File: config.mk
export PLATFORM = sky130hd
export DESIGN_NAME = dac_serial_load_clear_control
export DESIGN_NICKNAME = d
export VERILOG_FILES = /design/src/dac_front_pkg.sv /design/src/dac_serial_load_clear_control.sv
export SDC_FILE = /design/constraint.sdc
export NUM_CORES = 1
export LEC_CHECK = 0
export ABC_AREA = 1
export BUFFER_PORTS_ARGS = -buffer_cell sky130_fd_sc_hd__buf_2
export CAP_MARGIN = 20
export CORE_AREA = 10 10 228 122
export CTS_CLUSTER_DIAMETER = 50
export DETAILED_ROUTE_END_ITERATION = 6
export DIE_AREA = 0 0 238 132
export GPL_TIMING_DRIVEN = 0
export PLACE_DENSITY = 0.72
export RECOVER_POWER = 50
export SYNTH_ARGS = -nofsm -noshare
export SYNTH_HDL_FRONTEND = slang
export SYNTH_SLANG_ARGS = --single-unit
export TNS_END_PERCENT = 10
File: constraint.sdc
create_clock -name clock -period 1.67 [get_ports clock]
set_input_delay 0.0835 -clock clock [delete_from_list [all_inputs] [get_ports clock]]
set_output_delay 0.0835 -clock clock [all_outputs]
set_load 0.02 [all_outputs]
File: src/dac_front_pkg.sv
// Purpose: Shared constants and types for the DAC serial load and clear front end.
// Assumes: One 10 MHz system clock; serial pins are sampled, not used as clocks.
// Notes:   Frame layout, register offsets and reset values live here only.
// Operation
// - Serial input bits shift in on each falling serial clock edge while frame select is low.
// - With load held low, a write updates the addressed output register when the frame ends.
// - With load high during a write, only the addressed input register is updated.
// - A falling load edge copies pending input registers into all output registers at once.
// - A rising clear edge drives outputs to the preprogrammed clear code.
// - Clear forces only channels whose clear enable is set; others keep their codes.
// - While clear is high, no frame end or load edge may write the output registers.
// - In readback, the serial register shifts out on serial out, clocked by the serial clock.
package dac_front_pkg;

  // ************************************************************
  // Sizes and frame layout
  // ************************************************************
  localparam int          NUM_CH      = 4;
  localparam int          CODE_W      = 16;
  localparam int          FRAME_BITS  = 24;
  localparam int          ADDR_HI     = 23;
  localparam int          ADDR_LO     = 22;
  localparam int          READ_BIT    = 21;
  localparam int          CH_HI       = 17;
  localparam int          CH_LO       = 16;
  localparam logic [4:0]  FRAME_COUNT = 5'h18;

  // ************************************************************
  // Register map, byte addresses on the 32-bit bus
  // ************************************************************
  localparam logic [7:0]  OFS_CLR_EN   = 8'h00;
  localparam logic [7:0]  OFS_CLR_CODE = 8'h04;
  localparam logic [7:0]  OFS_STATUS   = 8'h08;
  localparam logic [7:0]  OFS_OUT_BASE = 8'h10;
  localparam logic [7:0]  OFS_IN_BASE  = 8'h20;
  localparam logic [3:0]  RST_CLR_EN   = 4'h0;
  localparam logic [15:0] RST_CLR_CODE = 16'h0000;
  localparam logic [15:0] RST_CODE     = 16'h0000;

  // ************************************************************
  // Pin bundle, one bit per pin, synchronised as a group
  // ************************************************************
  typedef struct packed {
    logic frameSelN;
    logic serialClk;
    logic serialIn;
    logic loadOutputsN;
    logic clearIn;
    logic boardAddrBit1;
    logic boardAddrBit0;
  } pins_t;

  localparam int PIN_W = $bits(pins_t);

endpackage

File: src/dac_serial_load_clear_control.sv
// Purpose: Serial input, load and clear control for a quad 16-bit DAC.
// Assumes: Avalon-MM slave with waitrequest; serial pins asynchronous to clock.
// Notes:   Serial clock is oversampled, so it must be well below half the system clock.
//          Each serial clock phase must last at least two system clocks or it is lost.
//          Frames of the wrong length or for another board address are dropped whole.
//
// The register offsets and register access over Avalon-MM are this design's own decisions.
module dac_serial_load_clear_control
  import dac_front_pkg::*;
(
  input  wire logic                           clock,
  input  wire logic                           sys_rst,
  input  wire logic                           frameSelN,
  input  wire logic                           serialClk,
  input  wire logic                           serialIn,
  input  wire logic                           loadOutputsN,
  input  wire logic                           clearIn,
  input  wire logic                           boardAddrBit0,
  input  wire logic                           boardAddrBit1,
  output logic                                serialOut,
  output logic [NUM_CH-1:0][CODE_W-1:0]       dacCode,
  input  wire logic [7:0]                     avs_address,
  input  wire logic                           avs_read,
  input  wire logic                           avs_write,
  input  wire logic [31:0]                    avs_writedata,
  output logic [31:0]                         avs_readdata,
  output logic                                avs_waitrequest
);

  // ************************************************************
  // Pin synchronisers
  // ************************************************************
  pins_t pinsRaw;
  logic [PIN_W-1:0] meta_ff;
  logic [PIN_W-1:0] sync_ff;
  logic [PIN_W-1:0] prev_ff;
  pins_t pinsNow;
  pins_t pinsOld;

  assign pinsRaw = '{frameSelN, serialClk, serialIn, loadOutputsN, clearIn,
                     boardAddrBit1, boardAddrBit0};

  // All stages reset high, the idle level of the clock, select and load pins;
  // clearIn then reads high for two clocks, which only blocks output writes
  genvar gi;
  generate
    for (gi = 0; gi < PIN_W; gi++) begin : g_sync
      always_ff @(posedge clock) begin
        if (sys_rst) begin
          meta_ff[gi] <= 1'b1;
          sync_ff[gi] <= 1'b1;
          prev_ff[gi] <= 1'b1;
        end else begin
          meta_ff[gi] <= pinsRaw[gi];
          sync_ff[gi] <= meta_ff[gi];
          prev_ff[gi] <= sync_ff[gi];
        end
      end
    end
  endgenerate

  assign pinsNow = pins_t'(sync_ff);
  assign pinsOld = pins_t'(prev_ff);

  // Edges compare the synchronised level with its copy one clock older
  wire sclkFall  = pinsOld.serialClk & ~pinsNow.serialClk;
  wire inFrame   = ~pinsNow.frameSelN;
  wire frameEnd  = ~pinsOld.frameSelN & pinsNow.frameSelN;
  wire loadFall  = pinsOld.loadOutputsN & ~pinsNow.loadOutputsN;
  wire clearRise = ~pinsOld.clearIn & pinsNow.clearIn;
  wire clearHigh = pinsNow.clearIn;

  // ************************************************************
  // Input shifter and frame decode
  // ************************************************************
  logic [FRAME_BITS-1:0] shift_ff;
  logic [FRAME_BITS-1:0] nxt_shift;
  logic [4:0]            bitCnt_ff;
  logic [4:0]            nxt_bitCnt;

  always_comb begin
    nxt_shift  = shift_ff;
    nxt_bitCnt = bitCnt_ff;
    if (inFrame && sclkFall) begin
      nxt_shift = {shift_ff[FRAME_BITS-2:0], pinsNow.serialIn};
      // Saturate so an over-long frame cannot wrap round to a valid length
      if (bitCnt_ff != 5'h1f) begin
        nxt_bitCnt = bitCnt_ff + 5'h01;
      end
    end else if (!inFrame && !frameEnd) begin
      nxt_bitCnt = 5'h00;
    end
  end

  always_ff @(posedge clock) begin
    if (sys_rst) begin
      shift_ff  <= '0;
      bitCnt_ff <= 5'h00;
    end else begin
      shift_ff  <= nxt_shift;
      bitCnt_ff <= nxt_bitCnt;
    end
  end

  // Frames of the wrong length are dropped rather than half-applied
  // Bits 20 to 18 of a frame carry nothing and are not checked
  wire [1:0] boardAddr = {pinsNow.boardAddrBit1, pinsNow.boardAddrBit0};
  wire addrHit   = shift_ff[ADDR_HI:ADDR_LO] == boardAddr;
  wire goodFrame = frameEnd && (bitCnt_ff == FRAME_COUNT) && addrHit;
  wire isRead    = shift_ff[READ_BIT];
  wire [1:0] frameCh = shift_ff[CH_HI:CH_LO];
  wire frameWrite = goodFrame && !isRead;
  wire frameRead  = goodFrame && isRead;

  // ************************************************************
  // Bus registers
  // ************************************************************
  logic [NUM_CH-1:0] clrEn_ff;
  logic [CODE_W-1:0] clrCode_ff;
  logic [NUM_CH-1:0][CODE_W-1:0] inReg_ff;
  logic [31:0]       readData_ff;
  logic              waitReq_ff;

  wire busReq    = avs_read | avs_write;
  wire busAccept = avs_write & ~waitReq_ff;
  wire [1:0] busCh = avs_address[3:2];
  // The per-channel windows need the two low address bits at zero
  wire hitEn     = avs_address == OFS_CLR_EN;
  wire hitCode   = avs_address == OFS_CLR_CODE;
  wire hitStat   = avs_address == OFS_STATUS;
  wire hitOut    = avs_address[7:4] == OFS_OUT_BASE[7:4] && avs_address[1:0] == 2'b00;
  wire hitIn     = avs_address[7:4] == OFS_IN_BASE[7:4] && avs_address[1:0] == 2'b00;

  // Status shows the synchronised pins, so it trails them by two clocks
  logic [31:0] rdMux;
  assign rdMux = hitEn   ? {28'h0000000, clrEn_ff} :
                 hitCode ? {16'h0000, clrCode_ff} :
                 hitStat ? {29'h00000000, clearHigh, pinsNow.loadOutputsN, inFrame} :
                 hitOut  ? {16'h0000, dacCode[busCh]} :
                 hitIn   ? {16'h0000, inReg_ff[busCh]} : 32'h00000000;

  // One wait state: waitrequest drops for a single cycle per request
  // A write lands on the clock at which the master sees waitrequest low
  always_ff @(posedge clock) begin
    if (sys_rst) begin
      waitReq_ff  <= 1'b1;
      readData_ff <= 32'h00000000;
      clrEn_ff    <= RST_CLR_EN;
      clrCode_ff  <= RST_CLR_CODE;
    end else begin
      waitReq_ff  <= ~(busReq & waitReq_ff);
      readData_ff <= (avs_read & waitReq_ff) ? rdMux : readData_ff;
      if (busAccept && hitEn) begin
        clrEn_ff <= avs_writedata[NUM_CH-1:0];
      end
      if (busAccept && hitCode) begin
        clrCode_ff <= avs_writedata[CODE_W-1:0];
      end
    end
  end

  assign avs_waitrequest = waitReq_ff;
  assign avs_readdata    = readData_ff;

  // ************************************************************
  // Per-channel input and output registers
  // ************************************************************
  // Output codes come only from frames, load edges and clear, never from the bus
  logic [NUM_CH-1:0][CODE_W-1:0] out_ff;

  generate
    for (gi = 0; gi < NUM_CH; gi++) begin : g_ch
      // A frame end and a load edge in one clock give the frame's code to its
      // channel; the load edge then has nothing newer to copy for it
      wire chWr     = frameWrite && (frameCh == 2'(gi));
      wire directUp = chWr && !pinsNow.loadOutputsN;
      always_ff @(posedge clock) begin
        if (sys_rst) begin
          inReg_ff[gi] <= RST_CODE;
          out_ff[gi]   <= RST_CODE;
        end else begin
          if (chWr) begin
            inReg_ff[gi] <= shift_ff[CODE_W-1:0];
          end
          // Clear edge wins; clear level blocks every output write
          if (clearRise && clrEn_ff[gi]) begin
            out_ff[gi] <= clrCode_ff;
          end else if (clearHigh) begin
            out_ff[gi] <= out_ff[gi];
          end else if (directUp) begin
            out_ff[gi] <= shift_ff[CODE_W-1:0];
          end else if (loadFall) begin
            out_ff[gi] <= inReg_ff[gi];
          end
        end
      end
    end
  endgenerate

  assign dacCode = out_ff;

  // ************************************************************
  // Readback shifter
  // ************************************************************
  logic [FRAME_BITS-1:0] rbShift_ff;
  logic                  serOut_ff;

  // A read frame loads the selected channel; the next frame shifts it out MSB first
  always_ff @(posedge clock) begin
    if (sys_rst) begin
      rbShift_ff <= '0;
      serOut_ff  <= 1'b0;
    end else if (frameRead) begin
      // Serial out keeps its level here; it moves only on a serial clock fall
      rbShift_ff <= {8'h00, out_ff[frameCh]};
    end else if (inFrame && sclkFall) begin
      rbShift_ff <= {rbShift_ff[FRAME_BITS-2:0], 1'b0};
      serOut_ff  <= rbShift_ff[FRAME_BITS-1];
    end
  end

  assign serialOut = serOut_ff;

endmodule

==> results by stage, run 1 <==
Outcome:
- The run finished, with violations left.
- The final reports fail on design-rule violations, negative setup slack.

Yosys:
- The cell count after synthesis is between 1,500 and 2,000.
- Among all flip-flop cells after synthesis, the most frequent one is sky130_fd_sc_hd__dfxtp_1.
- Summing the sequential cell areas from Yosys gives 40.6% of the chip area.
- Counting flops with a built-in enable in the synthesized netlist gives 0.
- The number of unique standard cell types used by synthesis is 39.
- The average instance in the mapped netlist occupies 6.71 um2.
- The Yosys step of the flow raised 0 warnings.
- The synthesized cell area is 0.0117 mm2.
- The register bit count reported by yosys is 237.
- The share of synthesized flip-flops with an asynchronous set or reset is 0%.

Worst setup path:
- The category of the critical setup timing path is reg2reg.
- The worst reg2reg path startpoint is bitCnt_ff[0]$_SDFFE_PP0P_.
- The required arrival time at the worst endpoint is 2.11 ns.
- Setup slack on the worst reg-to-reg path comes out at -0.58 ns.
- The endpoint identified for the worst register-to-register timing path is dacCode[36]$_SDFFE_PP0P_.
- The launching element type of the critical path is a flip-flop.
- At the worst endpoint, the arrival time is between 2 and 3 ns.
- The category of the worst setup path capture point is a flip-flop.
- The worst register-to-register path has a depth of 15.
- The largest fanout on the critical path is 5.

STA:
- On the final layout, the worst clock skew is ~0.022 ns.
- After layout, the minimum clock period comes to approximately 2.3 ns.
- The number of slew-limit violations in the final report is 0.
- The number of setup violations in the final report is 196.
- Setup repair after global routing could not meet its margin everywhere.
- The smallest setup slack after layout is -0.580 ns.
- In the finished design, the share of the clock period the worst path needs comes to 135%.
- In this run the tightest slew margin relative to its limit is between 15 and 20%.
- The upper clock frequency limit is around 440 MHz.
- For the pin with the worst max-slew slack, the measured transition is 1.20 ns.
- The final number of hold-violating endpoints is 0.

CTS:
- TritonCTS built the clock tree.
- The number of buffers on the longest clock path is 3.
- The clock latency reported for the late side of the worst-skew pair is between 0.5 and 0.6 ns.
- The cell sitting at the root of the clock tree is a sky130_fd_sc_hd__clkbuf_16.
- After clock tree synthesis, the clock-pin slew on the worst setup and hold paths is roughly 0.070 ns.
- Counting the buffers created by CTS gives 22.
- Clock tree synthesis found a total of ~240 sinks.
- The H-tree depth is 1.

Pwr:
- The worst supply voltage drop on vdd is between 0.8 and 0.9 mV.
- The analysis attributes to cell leakage a power of about 6.3 nW.
- In this run the power density over the cells is 806 mW/mm2.

Routing:
- The count of vias placed by the detailed router is between 10,000 and 15,000.
- The wire length on met1 is 23,900 um.
- The number of nets still failing antenna checks after routing is 0.
- After the first detailed-routing iteration, the DRC count stood at 2,178.
- The sum of routed wire length over all layers is 57,700 um.
- The mean number of vias per cell is 6.11.
- In the detailed route, the total length drawn on met2 is 21,400 um.
- The iteration count of the initial detailed-routing pass is 7.
- The residual DRC count is 3.
- Dividing the detail-routed wire length by the instance count gives 25.1 um.
- The detailed route wirelength on metal3 is approximately 11,000 um.
- The highest layer touched by signal routing is met4.

Worst hold path:
- The worst hold path passes through 4 cells.
- The worst-case hold path end point is dacCode[16]$_SDFFE_PP0P_.
- The worst hold path class is in2reg.
- The startpoint of the worst hold path is sys_rst.

Floorplan:
- The site row count is 40.
- For this design the top-level I/O count stands at 149.
- The initial utilization of the core area, before any placement, comes to 49.4%.
- The area enclosed by the die boundary is 0.0314 mm2.
- The placeable core area is between 0.02 and 0.025 mm2.
- The height of the die is between 100 and 150 um.
- The overall die width is between 200 and 250 um.

Layout:
- In the final design database the tool counted 2,023 nets.
- The ratio of cells with drive above 1 in the final layout is 20.1%.
- The area growth from synthesis to layout is 29.4%.
- The final-layout fill cell count is 2,220.
- For this run, the share of the core covered by cells in the final layout is 63.9%.
- The leading cell type in the layout, fill and taps excluded is sky130_fd_sc_hd__nand2_1.
- The design area is 0.0151 mm2.
- Leaving out fill and tap cells, the most frequent cells in the layout are 405 x sky130_fd_sc_hd__nand2_1, 232 x sky130_fd_sc_hd__dfxtp_1, 167 x sky130_fd_sc_hd__a21oi_1.
- Summing all multi-input logic gate instances after layout gives 0.00638 mm2.
- Registers take roughly 0.0048 mm2.

Place:
- Summed over all nets, the half-perimeter wirelength after detailed placement is 43,200 um.
- Summing all placed instances gives a cell area of 0.0127 mm2.
- At the end of routability-driven placement, the weighted congestion stood at 1.06.
- The number of buffers inserted by port buffering is 113.

Global routing:
- The first-pass GRT wire length is 81,100 um.
- The initial antenna violation count is 1.
- The global-route total usage across every layer is 34.2%.
- The total overflow left after global routing is 0.
- The maximum number of pins on one net before global-route repair is 17.
- The via count of the first global-routing pass was between 10,000 and 15,000.

Flow run:
- Max-cap violations in this run came to 0.
cells in the mapped netlist, types with 2 or more instances:
cell type / number / share of area (%)
sky130_fd_sc_hd__nand4_4: 2 / 0.36
sky130_fd_sc_hd__nor3_1: 6 / 0.26
sky130_fd_sc_hd__nand3_1: 103 / 4.4
sky130_fd_sc_hd__o2bb2ai_1: 3 / 0.22
sky130_fd_sc_hd__buf_2: 16 / 0.69
sky130_fd_sc_hd__a31oi_1: 16 / 0.86
sky130_fd_sc_hd__o211ai_1: 3 / 0.19
sky130_fd_sc_hd__a22oi_1: 11 / 0.71
sky130_fd_sc_hd__buf_6: 5 / 0.48
sky130_fd_sc_hd__buf_1: 11 / 0.35
sky130_fd_sc_hd__nand2_4: 3 / 0.29
sky130_fd_sc_hd__nor2_4: 3 / 0.29
sky130_fd_sc_hd__inv_2: 13 / 0.42
sky130_fd_sc_hd__clkbuf_1: 67 / 2.2
sky130_fd_sc_hd__ha_1: 3 / 0.32
sky130_fd_sc_hd__o21ai_0: 189 / 8.1
sky130_fd_sc_hd__o221ai_1: 29 / 2.2
sky130_fd_sc_hd__a21oi_1: 170 / 7.3
sky130_fd_sc_hd__or2_2: 14 / 0.75
sky130_fd_sc_hd__nor2_2: 4 / 0.21
sky130_fd_sc_hd__dfxtp_1: 237 / 41
sky130_fd_sc_hd__inv_1: 150 / 4.8
sky130_fd_sc_hd__nor2_1: 159 / 5.1
sky130_fd_sc_hd__o21ai_1: 37 / 1.6
sky130_fd_sc_hd__nand3_2: 7 / 0.60
sky130_fd_sc_hd__nand2_1: 439 / 14
sky130_fd_sc_hd__buf_4: 22 / 1.4
sky130_fd_sc_hd__o22ai_1: 7 / 0.37
sky130_fd_sc_hd__nand4_2: 2 / 0.21
metrics by stage:
stage / power, mW / hold WS, ns / setup slack (ns) / TNS [ns] / std cells
after global routing: 12.4 / 0.226 / -0.639 / -67.18 / 2299
after detailed placement: 6.64 / 0.269 / -0.799 / -110.56 / 2184
final: 12.2 / 0.157 / -0.580 / -55.36 / 2301
after floorplan: 6.32 / 0.187 / -0.141 / -6.55 / 1756
after CTS: 12.0 / 0.145 / -0.500 / -41.80 / 2284
after global placement: 6.63 / 0.266 / -0.772 / -107.51 / 2184
cell type report:
class                   instances  share of cell area [%]
multi-input cells            1234                    42.2
flip-flops and latches        237                    31.5
repair buffers                188                    8.81
plain buffers                 121                    5.54
inverters                     165                    4.36
clock buffers                  28                    4.06
well taps                     315                    2.61
clock inverters                11                   0.902
diodes                          2                  0.0331
worst max-delay path, cell delays in order (launching register included):
cell and delay (ns):
sky130_fd_sc_hd__dfxtp_2 0.33, sky130_fd_sc_hd__inv_2 0.07, sky130_fd_sc_hd__ha_4 0.15, sky130_fd_sc_hd__nand2_2 0.06, sky130_fd_sc_hd__nor2_2 0.12, sky130_fd_sc_hd__nand2_2 0.09, sky130_fd_sc_hd__nor2_8 0.12, sky130_fd_sc_hd__buf_12 0.14
sky130_fd_sc_hd__nand3_4 0.09, sky130_fd_sc_hd__nor2_4 0.28, sky130_fd_sc_hd__clkbuf_16 0.22, sky130_fd_sc_hd__nand2_1 0.05, sky130_fd_sc_hd__nand3_1 0.09, sky130_fd_sc_hd__o21ai_0 0.14, sky130_fd_sc_hd__nor2_1 0.14, sky130_fd_sc_hd__nor2_1 0.05
worst max-delay path by stage:
stage                         startpoint                          end  slack, ns
5_1_grt        bitCnt_ff[0]$_SDFFE_PP0P_      dacCode[7]$_SDFFE_PP0P_      -0.64
6_report       bitCnt_ff[0]$_SDFFE_PP0P_     dacCode[36]$_SDFFE_PP0P_      -0.58
3_3_place_gp              avs_address[7]   clrCode_ff[7]$_SDFFE_PP0P_      -0.77
4_1_cts        bitCnt_ff[1]$_SDFFE_PP0P_      dacCode[8]$_SDFFE_PP0P_      -0.50
3_5_place_dp              avs_address[1]  clrCode_ff[14]$_SDFFE_PP0P_      -0.80
2_1_floorplan  bitCnt_ff[0]$_SDFFE_PP0P_  rbShift_ff[15]$_SDFFE_PP0P_      -0.14
metal layers:
metal | up-vias | track usage, %
met3 | 117 | 16.4
met2 | 1158 | 44.7
met4 | 0 | 8.81
met5 | - | 0
met1 | 6619 | 48.3
li1 | 6169 | -
where the power goes:
group / switching [mW] / internal, mW / leakage (nW) / total, mW
clock: 2.43 / 3.08 / 0.372 / 5.51
sequential: 0.0500 / 5.70 / 1.92 / 5.75
combinational: 0.647 / 0.284 / 3.97 / 0.931
logic make-up (layout without fill, tap and decap cells):
| kind of cell | after synthesis | after routing | synth area share [%] |
|---|---|---|---|
| AND/OR/NAND/NOR | 748 | 749 | 27.1 |
| AO/OA/AOI/OAI | 466 | 466 | 21.6 |
| buffers and inverters | 286 | 513 | 10.4 |
| flip-flops | 237 | 237 | 40.6 |
| adder cells (fa/ha/maj) | 3 | 3 | 0.321 |
| other | 1 | 18 | 0.0321 |
registers in the layout, indices dropped and copies added, names as in the netlist, 5 cells and up:
signal and flops:
rbShift_ff 24, shift_ff 24, inReg_ff 64, clrCode_ff 16, avs_readdata 16, meta_ff 7, bitCnt_ff 5, dacCode 64
timing repair:
| action | in CTS | in global routing |
|---|---|---|
| pin swaps | 34 | 46 |
| gates resized for setup | 154 | 143 |
| hold endpoints to repair | 28 | 0 |
| gates cloned | 3 | 4 |
| buffers inserted | 33 | 12 |
| hold buffers | 25 | 0 |
| endpoints found under the setup margin | 212 | 201 |
No activity file was read; power rests on OpenSTA's default activity.
==> inputs of run 2 (changes only) <==
--- a/config.mk
+++ b/config.mk
@@ -9,6 +9,7 @@
 export BUFFER_PORTS_ARGS = -buffer_cell sky130_fd_sc_hd__buf_2
 export CAP_MARGIN = 20
 export CORE_AREA = 10 10 228 122
+export CTS_BUF_LIST = sky130_fd_sc_hd__clkbuf_8
 export CTS_CLUSTER_DIAMETER = 50
 export DETAILED_ROUTE_END_ITERATION = 6
 export DIE_AREA = 0 0 238 132
==> run 2 against run 1 <==
The flow finishes with violations (negative setup slack). Clock skew grew 0.020 ns. Final area is 0.41% lower. Wire length is 1.1% lower. Fmax rose by 2.6%. Die area unchanged. Global-route usage increased by 0.12 points. Power grew 1.6%.
==> results by stage, run 2 (same netlist as run 1, synthesis figures left out) <==
Global routing:
- The via count of the first global-routing pass is 12,800.
- Global routing consumed, over all layers together, about 34% of the routing resources.
- The first-pass GRT wire length is slightly above 80,000 um.
- The initial antenna violation count is 1.
- After global routing the overflow that remains totals 0.
- The maximum number of pins on one net before global-route repair is 11.

STA:
- The actual slew at the worst max-slew pin is 1.18 ns.
- The upper clock frequency limit is 456 MHz.
- The post-route clock skew is 0.0415 ns.
- The number of slew-limit violations in the final report is 0.
- The relative slew slack is 21.5%.
- Setup repair after global routing could not meet its margin everywhere.
- Setup violations remaining at the end of the flow were counted as ~200.
- The final number of hold-violating endpoints came to 0.
- The post-route fraction of the period consumed by the critical path is 131%.
- Counting I/O delays and the setup requirement, the final critical path takes about 2.2 ns.
- In the post-route analysis, the smallest setup slack over all paths is -0.524 ns.
- The setup TNS is -52.75 ns.

Place:
- The setup slack after placement is -0.799 ns.
- The number of placed instances, taps included, is 2,184.
- The placer's final routability congestion estimate is 1.06.
- The count of buffers added on input and output ports is approximately 110.
- After legalization and detailed placement, the total HPWL measured roughly 43,000 um.

Worst setup path:
- For this design, the slowest cell found on the critical path is sky130_fd_sc_hd__dfxtp_1.
- The category of the worst setup path capture point is a flip-flop.
- Among the stages of the critical path, the cell type that occurs most often is sky130_fd_sc_hd__nand2_1.
- The required arrival time at the worst endpoint is 2.08 ns.
- The worst reg2reg path startpoint is shift_ff[17]$_SDFFE_PP0P_.
- The endpoint of the worst-slack reg-to-reg timing path is dacCode[58]$_SDFFE_PP0P_.
- Of all nets on the critical path, the largest fanout is 8.
- The critical path starts at shift_ff[17]$_SDFFE_PP0P_.
- For the worst flop-to-flop path, the logic depth is 10.
- In this design, the largest share of critical-path delay is due to simple AND/OR/NAND/NOR gates.
- The worst setup slack for register-to-register paths is -0.52 ns.
- The category of the critical setup timing path is reg2reg.
- The endpoint arrival time on the critical path is 2.61 ns.
- The signal on the critical path passes through nand2_1 -> inv_2 -> nand4_4 -> nand3_4 -> nand2_8 -> buf_12 -> nand2_1 -> nand2_1 -> nor2_1 -> nor2_1.
- In this design, the stage delay of the slowest critical-path cell is 0.51 ns.
- The launching element type of the critical path is a flip-flop.
- The sum of buffers and inverters on the critical path is 2.

Floorplan:
- The core region is 0.0237 mm2.
- From bottom edge to top edge, the die measures approximately 130 um.
- For this configuration, the core starts out at a cell density of 49.4%.
- The area enclosed by the die boundary is 0.0314 mm2.
- For this design the top-level I/O count stands at 149.
- Row generation in the floorplan step produced 40 rows.
- The overall die width is 238 um.

CTS:
- The total clock buffers created by CTS is 36.
- CTS placed an instance of sky130_fd_sc_hd__clkbuf_8 at the clock tree root.
- After clock tree synthesis, the clock-pin slew on the worst setup and hold paths is 0.07 ns.
- The CTS tree is done.
- The number of buffers on the longest clock path is 3.
- The clock latency reported for the late side of the worst-skew pair is 0.59 ns.
- The clock drives 237 sinks.
- The H-tree was split into 2 levels.

Layout:
- Registers take 0.00475 mm2.
- The number of nets at the end of the flow is ~2,000.
- The area growth from synthesis to layout is 28.8%.
- The top cell types in the final layout, fill and taps aside, are 415 x sky130_fd_sc_hd__nand2_1, 233 x sky130_fd_sc_hd__dfxtp_1, 166 x sky130_fd_sc_hd__a21oi_1.
- Summing all multi-input logic gate instances after layout gives 0.00626 mm2.
- Of the cells placed in the final design, the portion with a size suffix greater than 1 is 20.2%.
- The leading cell type in the layout, fill and taps excluded is sky130_fd_sc_hd__nand2_1.
- The final-layout fill cell count is 2,227.
- Excluding fillers, the count of instances in the completed layout stands at 2,325.

Worst hold path:
- For hold timing, the worst endpoint is dacCode[16]$_SDFFE_PP0P_.
- The number of stages on the worst hold path is 4.
- The worst hold path begins at sys_rst.
- The worst hold path class is in2reg.

Routing:
- The DRC violation total after the first TritonRoute iteration is 2,287.
- The iteration count of the initial detailed-routing pass is 6.
- Wires add up to ~57,000 um.
- The count of vias placed by the detailed router is 14,100.
- The number of nets still failing antenna checks after routing is 0.
- The residual DRC count is 0.
- In the routed layout, each cell is associated on average with a via count of 6.06.
- The per-cell routed wire length is roughly 25 um.

Pwr:
- In this run switching power makes up 26.3% of total power.
- The share of total power dissipated in sequential elements is a little under half.
- Summed over all nets, the switching power comes to 3.26 mW.
- The leakage power total is between 6 and 7 nW.
- Cell internal power was estimated by the tool at around 9 mW.
- Overall power consumption after layout is estimated at 12.4 mW.
- The power per standard cell area is 822 mW/mm2.
- The part of the total power dissipated in combinational logic is 7.4%.
- The clock power share is 46.2%.
- Across the VDD grid, the largest voltage drop is 0.781 mV.

Outcome:
- The flow ran to the end, but the final reports show violations.
- The checks that failed: negative setup slack.

Flow run:
- The number of max-cap violations is 0.
==> run 2: worst max-delay path by stage <==
stage,endpoint,cells after the start
floorplan,rbShift_ff[15]$_SDFFE_PP0P_,14
global placement,clrCode_ff[7]$_SDFFE_PP0P_,10
detailed placement,clrCode_ff[14]$_SDFFE_PP0P_,10
CTS,dacCode[5]$_SDFFE_PP0P_,17
global route,rbShift_ff[15]$_SDFFE_PP0P_,15
finish,dacCode[58]$_SDFFE_PP0P_,10
==> run 2: through the flow <==
step	area, um2	hold slack, ns	util [%]
after floorplan	11800	0.187	-
after global placement	12700	0.266	53.8
after detailed placement	12700	0.269	53.8
after CTS	14600	0.122	61.7
after global routing	15100	0.206	63.6
final	15100	0.142	63.6
==> run 2: area by class of cell <==
| class | count | share of cell area, % |
|---|---|---|
| multi-input combinational | 1233 | 41.5 |
| sequential | 237 | 31.6 |
| timing repair buffer | 187 | 8.46 |
| buffer | 121 | 5.78 |
| clock buffer | 50 | 4.57 |
| inverter | 165 | 4.41 |
| tap | 315 | 2.62 |
| clock inverter | 16 | 1.02 |
| antenna | 1 | 0.0166 |
==> run 2: what timing repair did <==
item                                    CTS  global route
pin swaps                                28            33
gates resized for setup                 157           104
endpoints found under the setup margin  208           212
hold buffers                             25             0
cloned                                    2             2
buffers inserted                         28            18
endpoints found under the hold margin    28             0
==> run 2: tightest hold or removal path: stages <==
cell	delay, ns
sky130_fd_sc_hd__clkbuf_1	0.25
sky130_fd_sc_hd__a21oi_1	0.19
sky130_fd_sc_hd__o21ai_1	0.08
sky130_fd_sc_hd__nor2_1	0.08
==> run 2: power by group through the flow <==
stage | clock network, mW | logic [mW] | registers [mW]
global placement | 0 | 0.759 | 5.87
CTS | 5.68 | 0.838 | 5.75
finish | 5.71 | 0.911 | 5.75
floorplan | 0 | 0.439 | 5.88
detailed placement | 0 | 0.764 | 5.87
global route | 5.95 | 0.953 | 5.75
==> run 2: routing by layer <==
metal / part of all wire [%] / track usage [%]
met1: 42 / 48.8
met2: 37 / 44.7
met3: 18 / 15.8
met4: 2.9 / 9.31
met5: 0 / 0
